[config.mk]
export PLATFORM = sky130hd
export DESIGN_NAME = srpc_top
export DESIGN_NICKNAME = d
export VERILOG_FILES = /design/src/rtl/srpc_pkg.sv /design/src/rtl/srpc_rise.sv /design/src/rtl/srpc_top.sv
export VERILOG_INCLUDE_DIRS = /design/src /design/src/rtl
export SDC_FILE = /design/constraint.sdc
export NUM_CORES = 1
export LEC_CHECK = 0
export BUFFER_PORTS_ARGS = -buffer_cell sky130_fd_sc_hd__buf_2
export CAP_MARGIN = 20
export CORE_MARGIN = 8
export CORE_UTILIZATION = 55
export CTS_BUF_LIST = sky130_fd_sc_hd__clkbuf_4
export DETAILED_ROUTE_END_ITERATION = 8
export PLACE_DENSITY = 0.88
export SYNTH_ARGS = -nofsm -noshare
export SYNTH_HDL_FRONTEND = slang
export SYNTH_SLANG_ARGS = --single-unit
[constraint.sdc]
create_clock -name clk_i -period 9.4 [get_ports clk_i]
set_input_delay 2.82 -clock clk_i [delete_from_list [all_inputs] [get_ports clk_i]]
set_output_delay 2.82 -clock clk_i [all_outputs]
set_load 0.005 [all_outputs]
[src/rtl/srpc_defs.svh]
// Offsets, reset values, field positions and timing counts for supply control
`ifndef SRPC_DEFS_SVH
`define SRPC_DEFS_SVH

// ----------------------------------------------------------------------
// Register map
// ----------------------------------------------------------------------
`define SRPC_ADDR_W          5
`define SRPC_ADDR_CHIP_STATE 5'h00
`define SRPC_ADDR_TRIM       5'h0B
`define SRPC_CHIP_STATE_RST  8'h01
`define SRPC_TRIM_RST        8'h87

// ----------------------------------------------------------------------
// Field positions
// ----------------------------------------------------------------------
`define SRPC_CS_SUPPLY_5V    0
`define SRPC_CS_RX_ONLY      1
`define SRPC_CS_RF_ALL       5
`define SRPC_CS_STANDBY      7
`define SRPC_TR_AUTO         7

// ----------------------------------------------------------------------
// Rail levels in 10 mV units
// ----------------------------------------------------------------------
`define SRPC_HEAD_250        10'h019
`define SRPC_HEAD_350        10'h023
`define SRPC_HEAD_400        10'h028
`define SRPC_RF_CAP          10'h1F4
`define SRPC_AX_CAP          10'h154
`define SRPC_RF_MAN_BASE     10'h1AE
`define SRPC_LOW_MAN_BASE    10'h10E
`define SRPC_STEP            10'h00A

// ----------------------------------------------------------------------
// Timing
// ----------------------------------------------------------------------
`define SRPC_CLK_NS          40
`define SRPC_SETTLE_NS       20000
`define SRPC_SETTLE_CYC      (`SRPC_SETTLE_NS / `SRPC_CLK_NS)

`endif

[src/rtl/srpc_pkg.sv]
// Types shared by the supply regulator power control block
package srpc_pkg;

   // ----------------------------------------------------------------------
   // Rail set in 10 mV units
   // ----------------------------------------------------------------------
   typedef struct packed {
      logic [9:0] rf_amp_rail;
      logic [9:0] analog_rail;
      logic [9:0] digital_rail;
   } srpc_rail_set_type;

   // ----------------------------------------------------------------------
   // Regulator sequencing state
   // ----------------------------------------------------------------------
   typedef enum logic [2:0] {
      SRPC_OFF    = 3'b001,
      SRPC_SETTLE = 3'b010,
      SRPC_READY  = 3'b100
   } srpc_state_type;

endpackage : srpc_pkg

[src/rtl/srpc_rise.sv]
// Rising edge detector with a selectable history value after reset
`timescale 1ns/1ns
module srpc_rise #(
   parameter logic INIT = 1'b0
) (
   // Clock and reset
   input  wire logic clk_i,
   input  wire logic rstn_i,
   // Level in, pulse out
   input  wire logic level_i,
   output logic      rise_o
);

   logic prev_q;

   always_ff @(posedge clk_i) begin
      if (!rstn_i) begin
         prev_q <= INIT;
      end else begin
         prev_q <= level_i;
      end
   end

   assign rise_o = level_i & ~prev_q;

endmodule : srpc_rise

[src/rtl/srpc_top.sv]
// Supply regulator trim and power enable control with host registers
//
// Function
// - Chip state bit 0 picks 5-V or 3-V supply and its trim table.
// - After reset the supply selection indicates the 5-V configuration.
// - Trim bit 7 one selects automatic trim, zero manual; automatic default.
// - Automatic headroom by bits 1:0: 11 250 mV, 10 350, 00 400 mV.
// - Manual 5-V: code sets RF rail 4.3 to 5 V; others 3.4 V.
// - Manual 3-V: code sets all rails 2.7 to 3.4 V together.
// - Automatic default 250 mV below supply, RF capped 5 V, others 3.4 V.
// - Power state follows primary pin, wake pin and chip state bits.
// - Primary enable high runs regulators, oscillator and host clock.
// - Automatic trim starts on enable rise or trim bit 7 rising while enable is high.
// - Chip state bit 7 standby, bit 5 whole RF, bit 1 receiver.
`timescale 1ns/1ns
`include "srpc_defs.svh"
module srpc_top (
   // Clock and reset
   input  wire logic                       clk_i,
   input  wire logic                       rstn_i,
   // Host register port
   input  wire logic [`SRPC_ADDR_W-1:0]    reg_addr_i,
   input  wire logic                       reg_wr_i,
   input  wire logic                       reg_rd_i,
   input  wire logic [7:0]                 reg_wdata_i,
   output logic [7:0]                      reg_rdata_o,
   // Enable pins and supply level in 10 mV units
   input  wire logic                       en_i,
   input  wire logic                       secondary_wake_pin_i,
   input  wire logic [9:0]                 main_supply_input_i,
   // Power enables
   output logic                            regulators_en_o,
   output logic                            osc_run_o,
   output logic                            host_clock_output_en_o,
   output logic                            aux_clock_en_o,
   output logic                            digital_rail_en_o,
   output logic                            standby_o,
   output logic                            rf_section_en_o,
   output logic                            rx_en_o,
   // Regulator trim
   output logic                            supply_3v_mode_o,
   output logic                            auto_busy_o,
   output srpc_pkg::srpc_rail_set_type     rails_o
);

   // ----------------------------------------------------------------------
   // Declarations
   // ----------------------------------------------------------------------
   logic [7:0]                  chip_state_q;
   logic [7:0]                  trim_q;
   logic [7:0]                  rdata_q;
   logic                        en_rise;
   logic                        auto_rise;
   logic                        auto_start;
   logic [9:0]                  head;
   logic [9:0]                  drop;
   logic [9:0]                  man_step;
   logic [9:0]                  settle_cnt_q;
   srpc_pkg::srpc_rail_set_type auto_rails;
   srpc_pkg::srpc_rail_set_type man_rails;
   srpc_pkg::srpc_rail_set_type rails_q;
   srpc_pkg::srpc_state_type    state_q;

   // ----------------------------------------------------------------------
   // Host registers
   // ----------------------------------------------------------------------
   always_ff @(posedge clk_i) begin
      if (!rstn_i) begin
         chip_state_q <= `SRPC_CHIP_STATE_RST;
         trim_q       <= `SRPC_TRIM_RST;
      end else if (reg_wr_i) begin
         if (reg_addr_i == `SRPC_ADDR_CHIP_STATE) begin
            chip_state_q <= reg_wdata_i;
         end else if (reg_addr_i == `SRPC_ADDR_TRIM) begin
            trim_q <= reg_wdata_i;
         end
      end
   end

   // Unmapped addresses read as zero
   always_ff @(posedge clk_i) begin
      if (!rstn_i) begin
         rdata_q <= 8'h00;
      end else if (reg_rd_i) begin
         if (reg_addr_i == `SRPC_ADDR_CHIP_STATE) begin
            rdata_q <= chip_state_q;
         end else if (reg_addr_i == `SRPC_ADDR_TRIM) begin
            rdata_q <= trim_q;
         end else begin
            rdata_q <= 8'h00;
         end
      end
   end

   assign reg_rdata_o = rdata_q;

   // ----------------------------------------------------------------------
   // Start triggers
   // ----------------------------------------------------------------------
   srpc_rise #(
      .INIT (1'b0)
   ) u_en_rise (
      .clk_i   (clk_i),
      .rstn_i  (rstn_i),
      .level_i (en_i),
      .rise_o  (en_rise)
   );

   // History starts at one so the reset default alone is no trigger
   srpc_rise #(
      .INIT (1'b1)
   ) u_auto_rise (
      .clk_i   (clk_i),
      .rstn_i  (rstn_i),
      .level_i (trim_q[`SRPC_TR_AUTO]),
      .rise_o  (auto_rise)
   );

   // Bit 7 must go 1-0-1 to rerun; a plain rewrite of 1 does nothing
   assign auto_start = en_i & trim_q[`SRPC_TR_AUTO]
                     & (en_rise | auto_rise);

   // ----------------------------------------------------------------------
   // Rail targets
   // ----------------------------------------------------------------------
   always_comb begin
      // Code 01 is not defined; it falls to the widest headroom
      if (trim_q[1:0] == 2'b11) begin
         head = `SRPC_HEAD_250;
      end else if (trim_q[1:0] == 2'b10) begin
         head = `SRPC_HEAD_350;
      end else begin
         head = `SRPC_HEAD_400;
      end
      drop = (main_supply_input_i > head)
           ? 10'(main_supply_input_i - head) : 10'h000;
      auto_rails.rf_amp_rail  = (drop > `SRPC_RF_CAP) ? `SRPC_RF_CAP
                                                       : drop;
      auto_rails.analog_rail  = (drop > `SRPC_AX_CAP) ? `SRPC_AX_CAP
                                                       : drop;
      auto_rails.digital_rail = auto_rails.analog_rail;
   end

   always_comb begin
      man_step = 10'(10'(trim_q[2:0]) * `SRPC_STEP);
      if (chip_state_q[`SRPC_CS_SUPPLY_5V]) begin
         man_rails.rf_amp_rail  = 10'(`SRPC_RF_MAN_BASE + man_step);
         man_rails.analog_rail  = `SRPC_AX_CAP;
         man_rails.digital_rail = `SRPC_AX_CAP;
      end else begin
         man_rails.rf_amp_rail  = 10'(`SRPC_LOW_MAN_BASE + man_step);
         man_rails.analog_rail  = man_rails.rf_amp_rail;
         man_rails.digital_rail = man_rails.rf_amp_rail;
      end
   end

   // ----------------------------------------------------------------------
   // Sequencer
   // ----------------------------------------------------------------------
   always_ff @(posedge clk_i) begin
      if (!rstn_i) begin
         state_q      <= srpc_pkg::SRPC_OFF;
         settle_cnt_q <= 10'h000;
      end else if (!en_i) begin
         state_q      <= srpc_pkg::SRPC_OFF;
         settle_cnt_q <= 10'h000;
      end else if (auto_start) begin
         state_q      <= srpc_pkg::SRPC_SETTLE;
         settle_cnt_q <= 10'h000;
      end else begin
         case (state_q)
            srpc_pkg::SRPC_OFF: begin
               state_q <= srpc_pkg::SRPC_READY;
            end
            srpc_pkg::SRPC_SETTLE: begin
               if (settle_cnt_q == 10'(`SRPC_SETTLE_CYC - 1)) begin
                  state_q <= srpc_pkg::SRPC_READY;
               end
               settle_cnt_q <= 10'(settle_cnt_q + 10'h001);
            end
            default: begin
               state_q <= srpc_pkg::SRPC_READY;
            end
         endcase
      end
   end

   // Automatic targets are sampled once per start, not tracked
   always_ff @(posedge clk_i) begin
      if (!rstn_i) begin
         rails_q <= '0;
      end else if (!trim_q[`SRPC_TR_AUTO]) begin
         rails_q <= man_rails;
      end else if (auto_start) begin
         rails_q <= auto_rails;
      end
   end

   // ----------------------------------------------------------------------
   // Power enables
   // ----------------------------------------------------------------------
   assign regulators_en_o        = en_i;
   assign osc_run_o              = en_i;
   assign host_clock_output_en_o = en_i;
   assign aux_clock_en_o         = ~en_i & secondary_wake_pin_i;
   assign digital_rail_en_o      = en_i | secondary_wake_pin_i;
   assign standby_o       = en_i & chip_state_q[`SRPC_CS_STANDBY];
   assign rf_section_en_o = en_i & ~standby_o
                          & chip_state_q[`SRPC_CS_RF_ALL];
   assign rx_en_o         = en_i & ~standby_o
                          & (chip_state_q[`SRPC_CS_RF_ALL]
                          | chip_state_q[`SRPC_CS_RX_ONLY]);
   assign supply_3v_mode_o = ~chip_state_q[`SRPC_CS_SUPPLY_5V];
   assign auto_busy_o      = (state_q == srpc_pkg::SRPC_SETTLE);
   assign rails_o          = rails_q;
endmodule : srpc_top

# Word level (Yosys, flattened, before mapping)
# Cells that the tools add are included.
# W data, S select, Z words.
[op_classes]
n_addsub = 4
n_mul = 1
order_cmp = 3
n_eq_ne = 8
muxes = 13
bitwise = 19
n_reduce_logical = 5
[ops]
columns = ["cell", "count"]
rows = [
  ["$mux W30", 3],
  ["$mux W10", 3],
  ["$add A9 B7 Y10 const A", 2],
  ["$gt A10 B9 Y1 const B", 2],
  ["$mux W8", 2],
  ["$add A10 B1 Y10 const B", 1],
  ["$eq A10 B9 Y1 const B", 1],
  ["$gt A10 B10 Y1", 1],
  ["$sub A10 B10 Y10", 1],
  ["$and A1 B1 Y1", 9],
  ["$not A1 Y1", 7],
  ["$mul A3 B3 Y6 const B", 1],
  ["$mux W3", 2],
  ["$mux W6", 1],
  ["$eq A5 B4 Y1 const B", 1],
  ["$logic_not A5 Y1", 1],
  ["$eq A2 B2 Y1 const B", 2],
  ["$mux W4", 1],
  ["$ne A2 B1 Y1 const B", 2],
  ["$reduce_and A2 Y1", 2],
  ["$eq A3 B2 Y1 const B", 1],
  ["$ne A3 B1 Y1 const B", 1],
  ["$or A1 B1 Y1", 3],
  ["$reduce_and A3 Y1", 1],
  ["2 further kinds", 2],
]
[totals]
reg_bits = 69
out_inout_bits = 48
elab_cells = 64

# Logic depth before layout (Yosys ltp)
[depth]
ltp_word = 9
mapped_depth = 13

# By module
# Synthesis repeated with hierarchy kept, for this count alone.
[unflattened]
hier_cells = 395
hier_area_um2 = 3269.4
[modules_own_cells]
columns = ["mod", "instances", "cells_each", "area_each_um2", "seq_area_each_um2"]
rows = [
  ["srpc_top", 1, 389, 3189.3, 1141.1],
  ["srpc_rise", 2, 3, 40.0, 20.0],
]

# Worst setup path before layout
# Ideal clock, no wire load.
[synth_timing]
path_type = "in2out"
startpoint = "input port en_i"
endpoint = "output port digital_rail_en_o"
arrival_time_ps = 3104
t_required_ps = 6580
slack_ps = 3476
stages = 1
cell_sequence = "or2_2"
[synth_via]
elab_chain_len = 1
[synth_lines]
columns = ["item", "line_no", "rtl"]
rows = [
  ["from (decl)", "srpc_top.sv:28", "input wire logic en_i,"],
  ["$or A1 B1 Y1", "srpc_top.sv:206", "assign digital_rail_en_o = en_i | secondary_wake_pin_i;"],
  ["to (decl)", "srpc_top.sv:36", "output logic digital_rail_en_o,"],
]
# No other way between the ends.

# Worst setup path in the final report
# Ends and elaborated chain as after synthesis.

==> impl_results.md <==
* Status: completed
* Worst-skew pair later-pin latency at 0.41 ns
* Total power at 500.6 uW
* Post-detail-place hpwl at 6372 um
* Element type at the critical path end: output pin
* P per Cell Area at 133.9 mW/mm2
* Setup TNS Final at 0 ns
* Vias per cell at 5.928
* Placed standard-cell area at 0.003642 mm2
* Syn Nets at 449
* Total track usage at 0.1909
* Yosys top cell area share at 0.3546
* Worst Hold Class: reg -> reg
* CP max-delay cell: or2_2
* Cells taking the most area after synthesis: dfxtp_1 35%, nand2_1 5.2%, nor2_1 4.8%
* Routed len/inst at 15.70 um
* Initial antenna violation count at 0
* Crit path time final at 6.245 ns
* Core Footprint at 0.005886 mm2
* Die width at 93.82 um
* Final hold violation count at 0
* Main synth FF type: dfxtp_1
* I/O pin cnt at 77
* Clock transition at path regs at 0.10 ns
* RSZ-0062 raised after global routing: false
* CP max FO at 12
* RePlAce Congestion at 0.8857
* Post-synth EDFFs at 0
* Drt pass-1 iters at 5
* Die Area at 0.008802 mm2
* Share of cells above drive strength 1 at 0.2248
* CTS tree: yes
* Cell Area, Synth at 0.003331 mm2
* Max Root-Sink Buffers at 2
* Final Slew Violations at 0
* First DRT Iteration DRCs at 282
* Fmax at 0.1601 GHz
* Area grow syn2layout at 12.25%
* Worst Skew at 0.01180 ns
* Async SR Flop Fraction at 0
* Synth unique cells at 68
* Max-Cap Viols at 0
* Final wirelength at 8509 um
* Final nets at 505
* Ant diodes at 0
* H-tree depth at 3
* Final period util at 0.6643
* Largest net degree at the start of global routing at 31
* Crit path kind: in -> out
* Worst EP required at 6.58 ns
* Num rows at 28
* CTS Buf Count at 9
* Least-Margin Pin Slew at 1.017 ns
* WP data arrival at 3.42 ns
* Crit path largest cell delay at 0.30 ns
* # Post-CTS Setup Buffers at 0
* Finished Cell Area at 0.003739 mm2
* VDD IR max at 0.00009858 V
* Relative slew margins at 0.3168
* Yosys top cell by area: dfxtp_1
* Most numerous cell on the critical path: buf_2
* Worst Setup Start Kind: input pin
* Commonest cells post-synth: 59 x dfxtp_1, 46 x nand2_1, 43 x nor2_1
* Syn_area_per_cell at 8.184 um2
* Cell with the most instances after synthesis: dfxtp_1
* Number of global-route vias before repair at 2914
* Vias at 3213
* Clk sink count at 59
* Synth Register Bits at 59
* Setup violators final at 0
* Detailed-route DRC error count at 0
* Total grt overflow at 0
* Worst hold slack at 0.4585 ns
* CP cell instances: buf_2, or2_2, buf_2
* Seq/Total Area, Yosys at 0.3546
* Post-cts resize count at 0
* Buffers added on ports at 76
* Post-synthesis instance total at 407
* First-pass GRT wire length at 13660 um
* LEAKAGE at 0.001622 uW
* Initial Utilization at 0.5659
* Syn. warnings at 0
* Die Y at 93.82 um
* Post-route ant nets at 0
* Hold-fix buffers, CTS at 0
* CTS Root Cell: clkbuf_4
state kept, by name, summed over array words and instances, names as in the netlist:
name,cells
reg_rdata_o,8
rails_o,20
trim_q,8
u_auto_rise.prev_q,1
settle_cnt_q,10
chip_state_q,8
u_en_rise.prev_q,1
state_q,3
final cells by class:
type / count / area (um2)
sequential: 59 / 1181
tap: 75 / 93.84
multi-input combinational: 300 / 1919
inverter: 16 / 60.06
clock inverter: 5 / 21.27
fill: 518 / 2147
clock buffer: 10 / 75.07
timing repair buffer: 77 / 387.9
stage by stage:
| step | setup slack [ns] | utilization | cells |
|---|---|---|---|
| final | 3.155 | 0.6352 | 542 |
| after global routing | 3.115 | 0.6352 | 542 |
| after global placement | 3.166 | 0.6188 | 527 |
| after CTS | 3.152 | 0.6352 | 542 |
| after detailed placement | 3.153 | 0.6188 | 527 |
| after floorplan | 3.476 | - | 407 |
logic make-up after synthesis:
family,synth area share
AND/OR/NAND/NOR,0.2487
AO/OA/AOI/OAI,0.2250
flip-flops,0.3546
buffers and inverters,0.06912
XOR/XNOR,0.03945
adder cells (fa/ha/maj),0.05409
multiplexers,0.009016
critical path: cells and delay by family:
kind                   cells  cell delay, ns
AND/OR/NAND/NOR            1            0.30
buffers and inverters      2            0.30
placed cells by master (no fill, tap or decap), drive strengths merged, types with 12 or more instances in the layout:
master  count
a211oi     13
a21oi      29
buf        77
dfxtp      59
ha         12
inv        16
nand2      46
nand3      18
nor2       44
o21ai      13
path summary, 6_finish.rpt:
check / slack (ns) / to / startpoint / depth (start not counted)
hold reg to reg: 0.46 / trim_q[5]$_SDFFE_PN0P_ / trim_q[5]$_SDFFE_PN0P_ / 2
hold / removal: 0.46 / trim_q[5]$_SDFFE_PN0P_ / trim_q[5]$_SDFFE_PN0P_ / 2
setup / recovery: 3.16 / digital_rail_en_o / en_i / 3
setup reg to reg: 5.96 / rails_o[23]$_SDFFE_PN0P_ / trim_q[0]$_SDFFE_PN1P_ / 13
where the power goes:
part	internal [uW]	total [uW]	leakage, uW	switching, uW
registers	260	267	0.000482	6.87
clock network	52.4	140	0.0000585	87.9
logic	39.4	93.8	0.00108	54.4
total	351	501	0.00162	149
metal layers:
| metal | global-route usage | routed length [um] |
|---|---|---|
| met5 | 0 | 0 |
| met4 | 0.04888 | 84 |
| met3 | 0.05915 | 658 |
| met2 | 0.3151 | 4129 |
| met1 | 0.2343 | 3637 |
(Power assumes the default switching activity.)
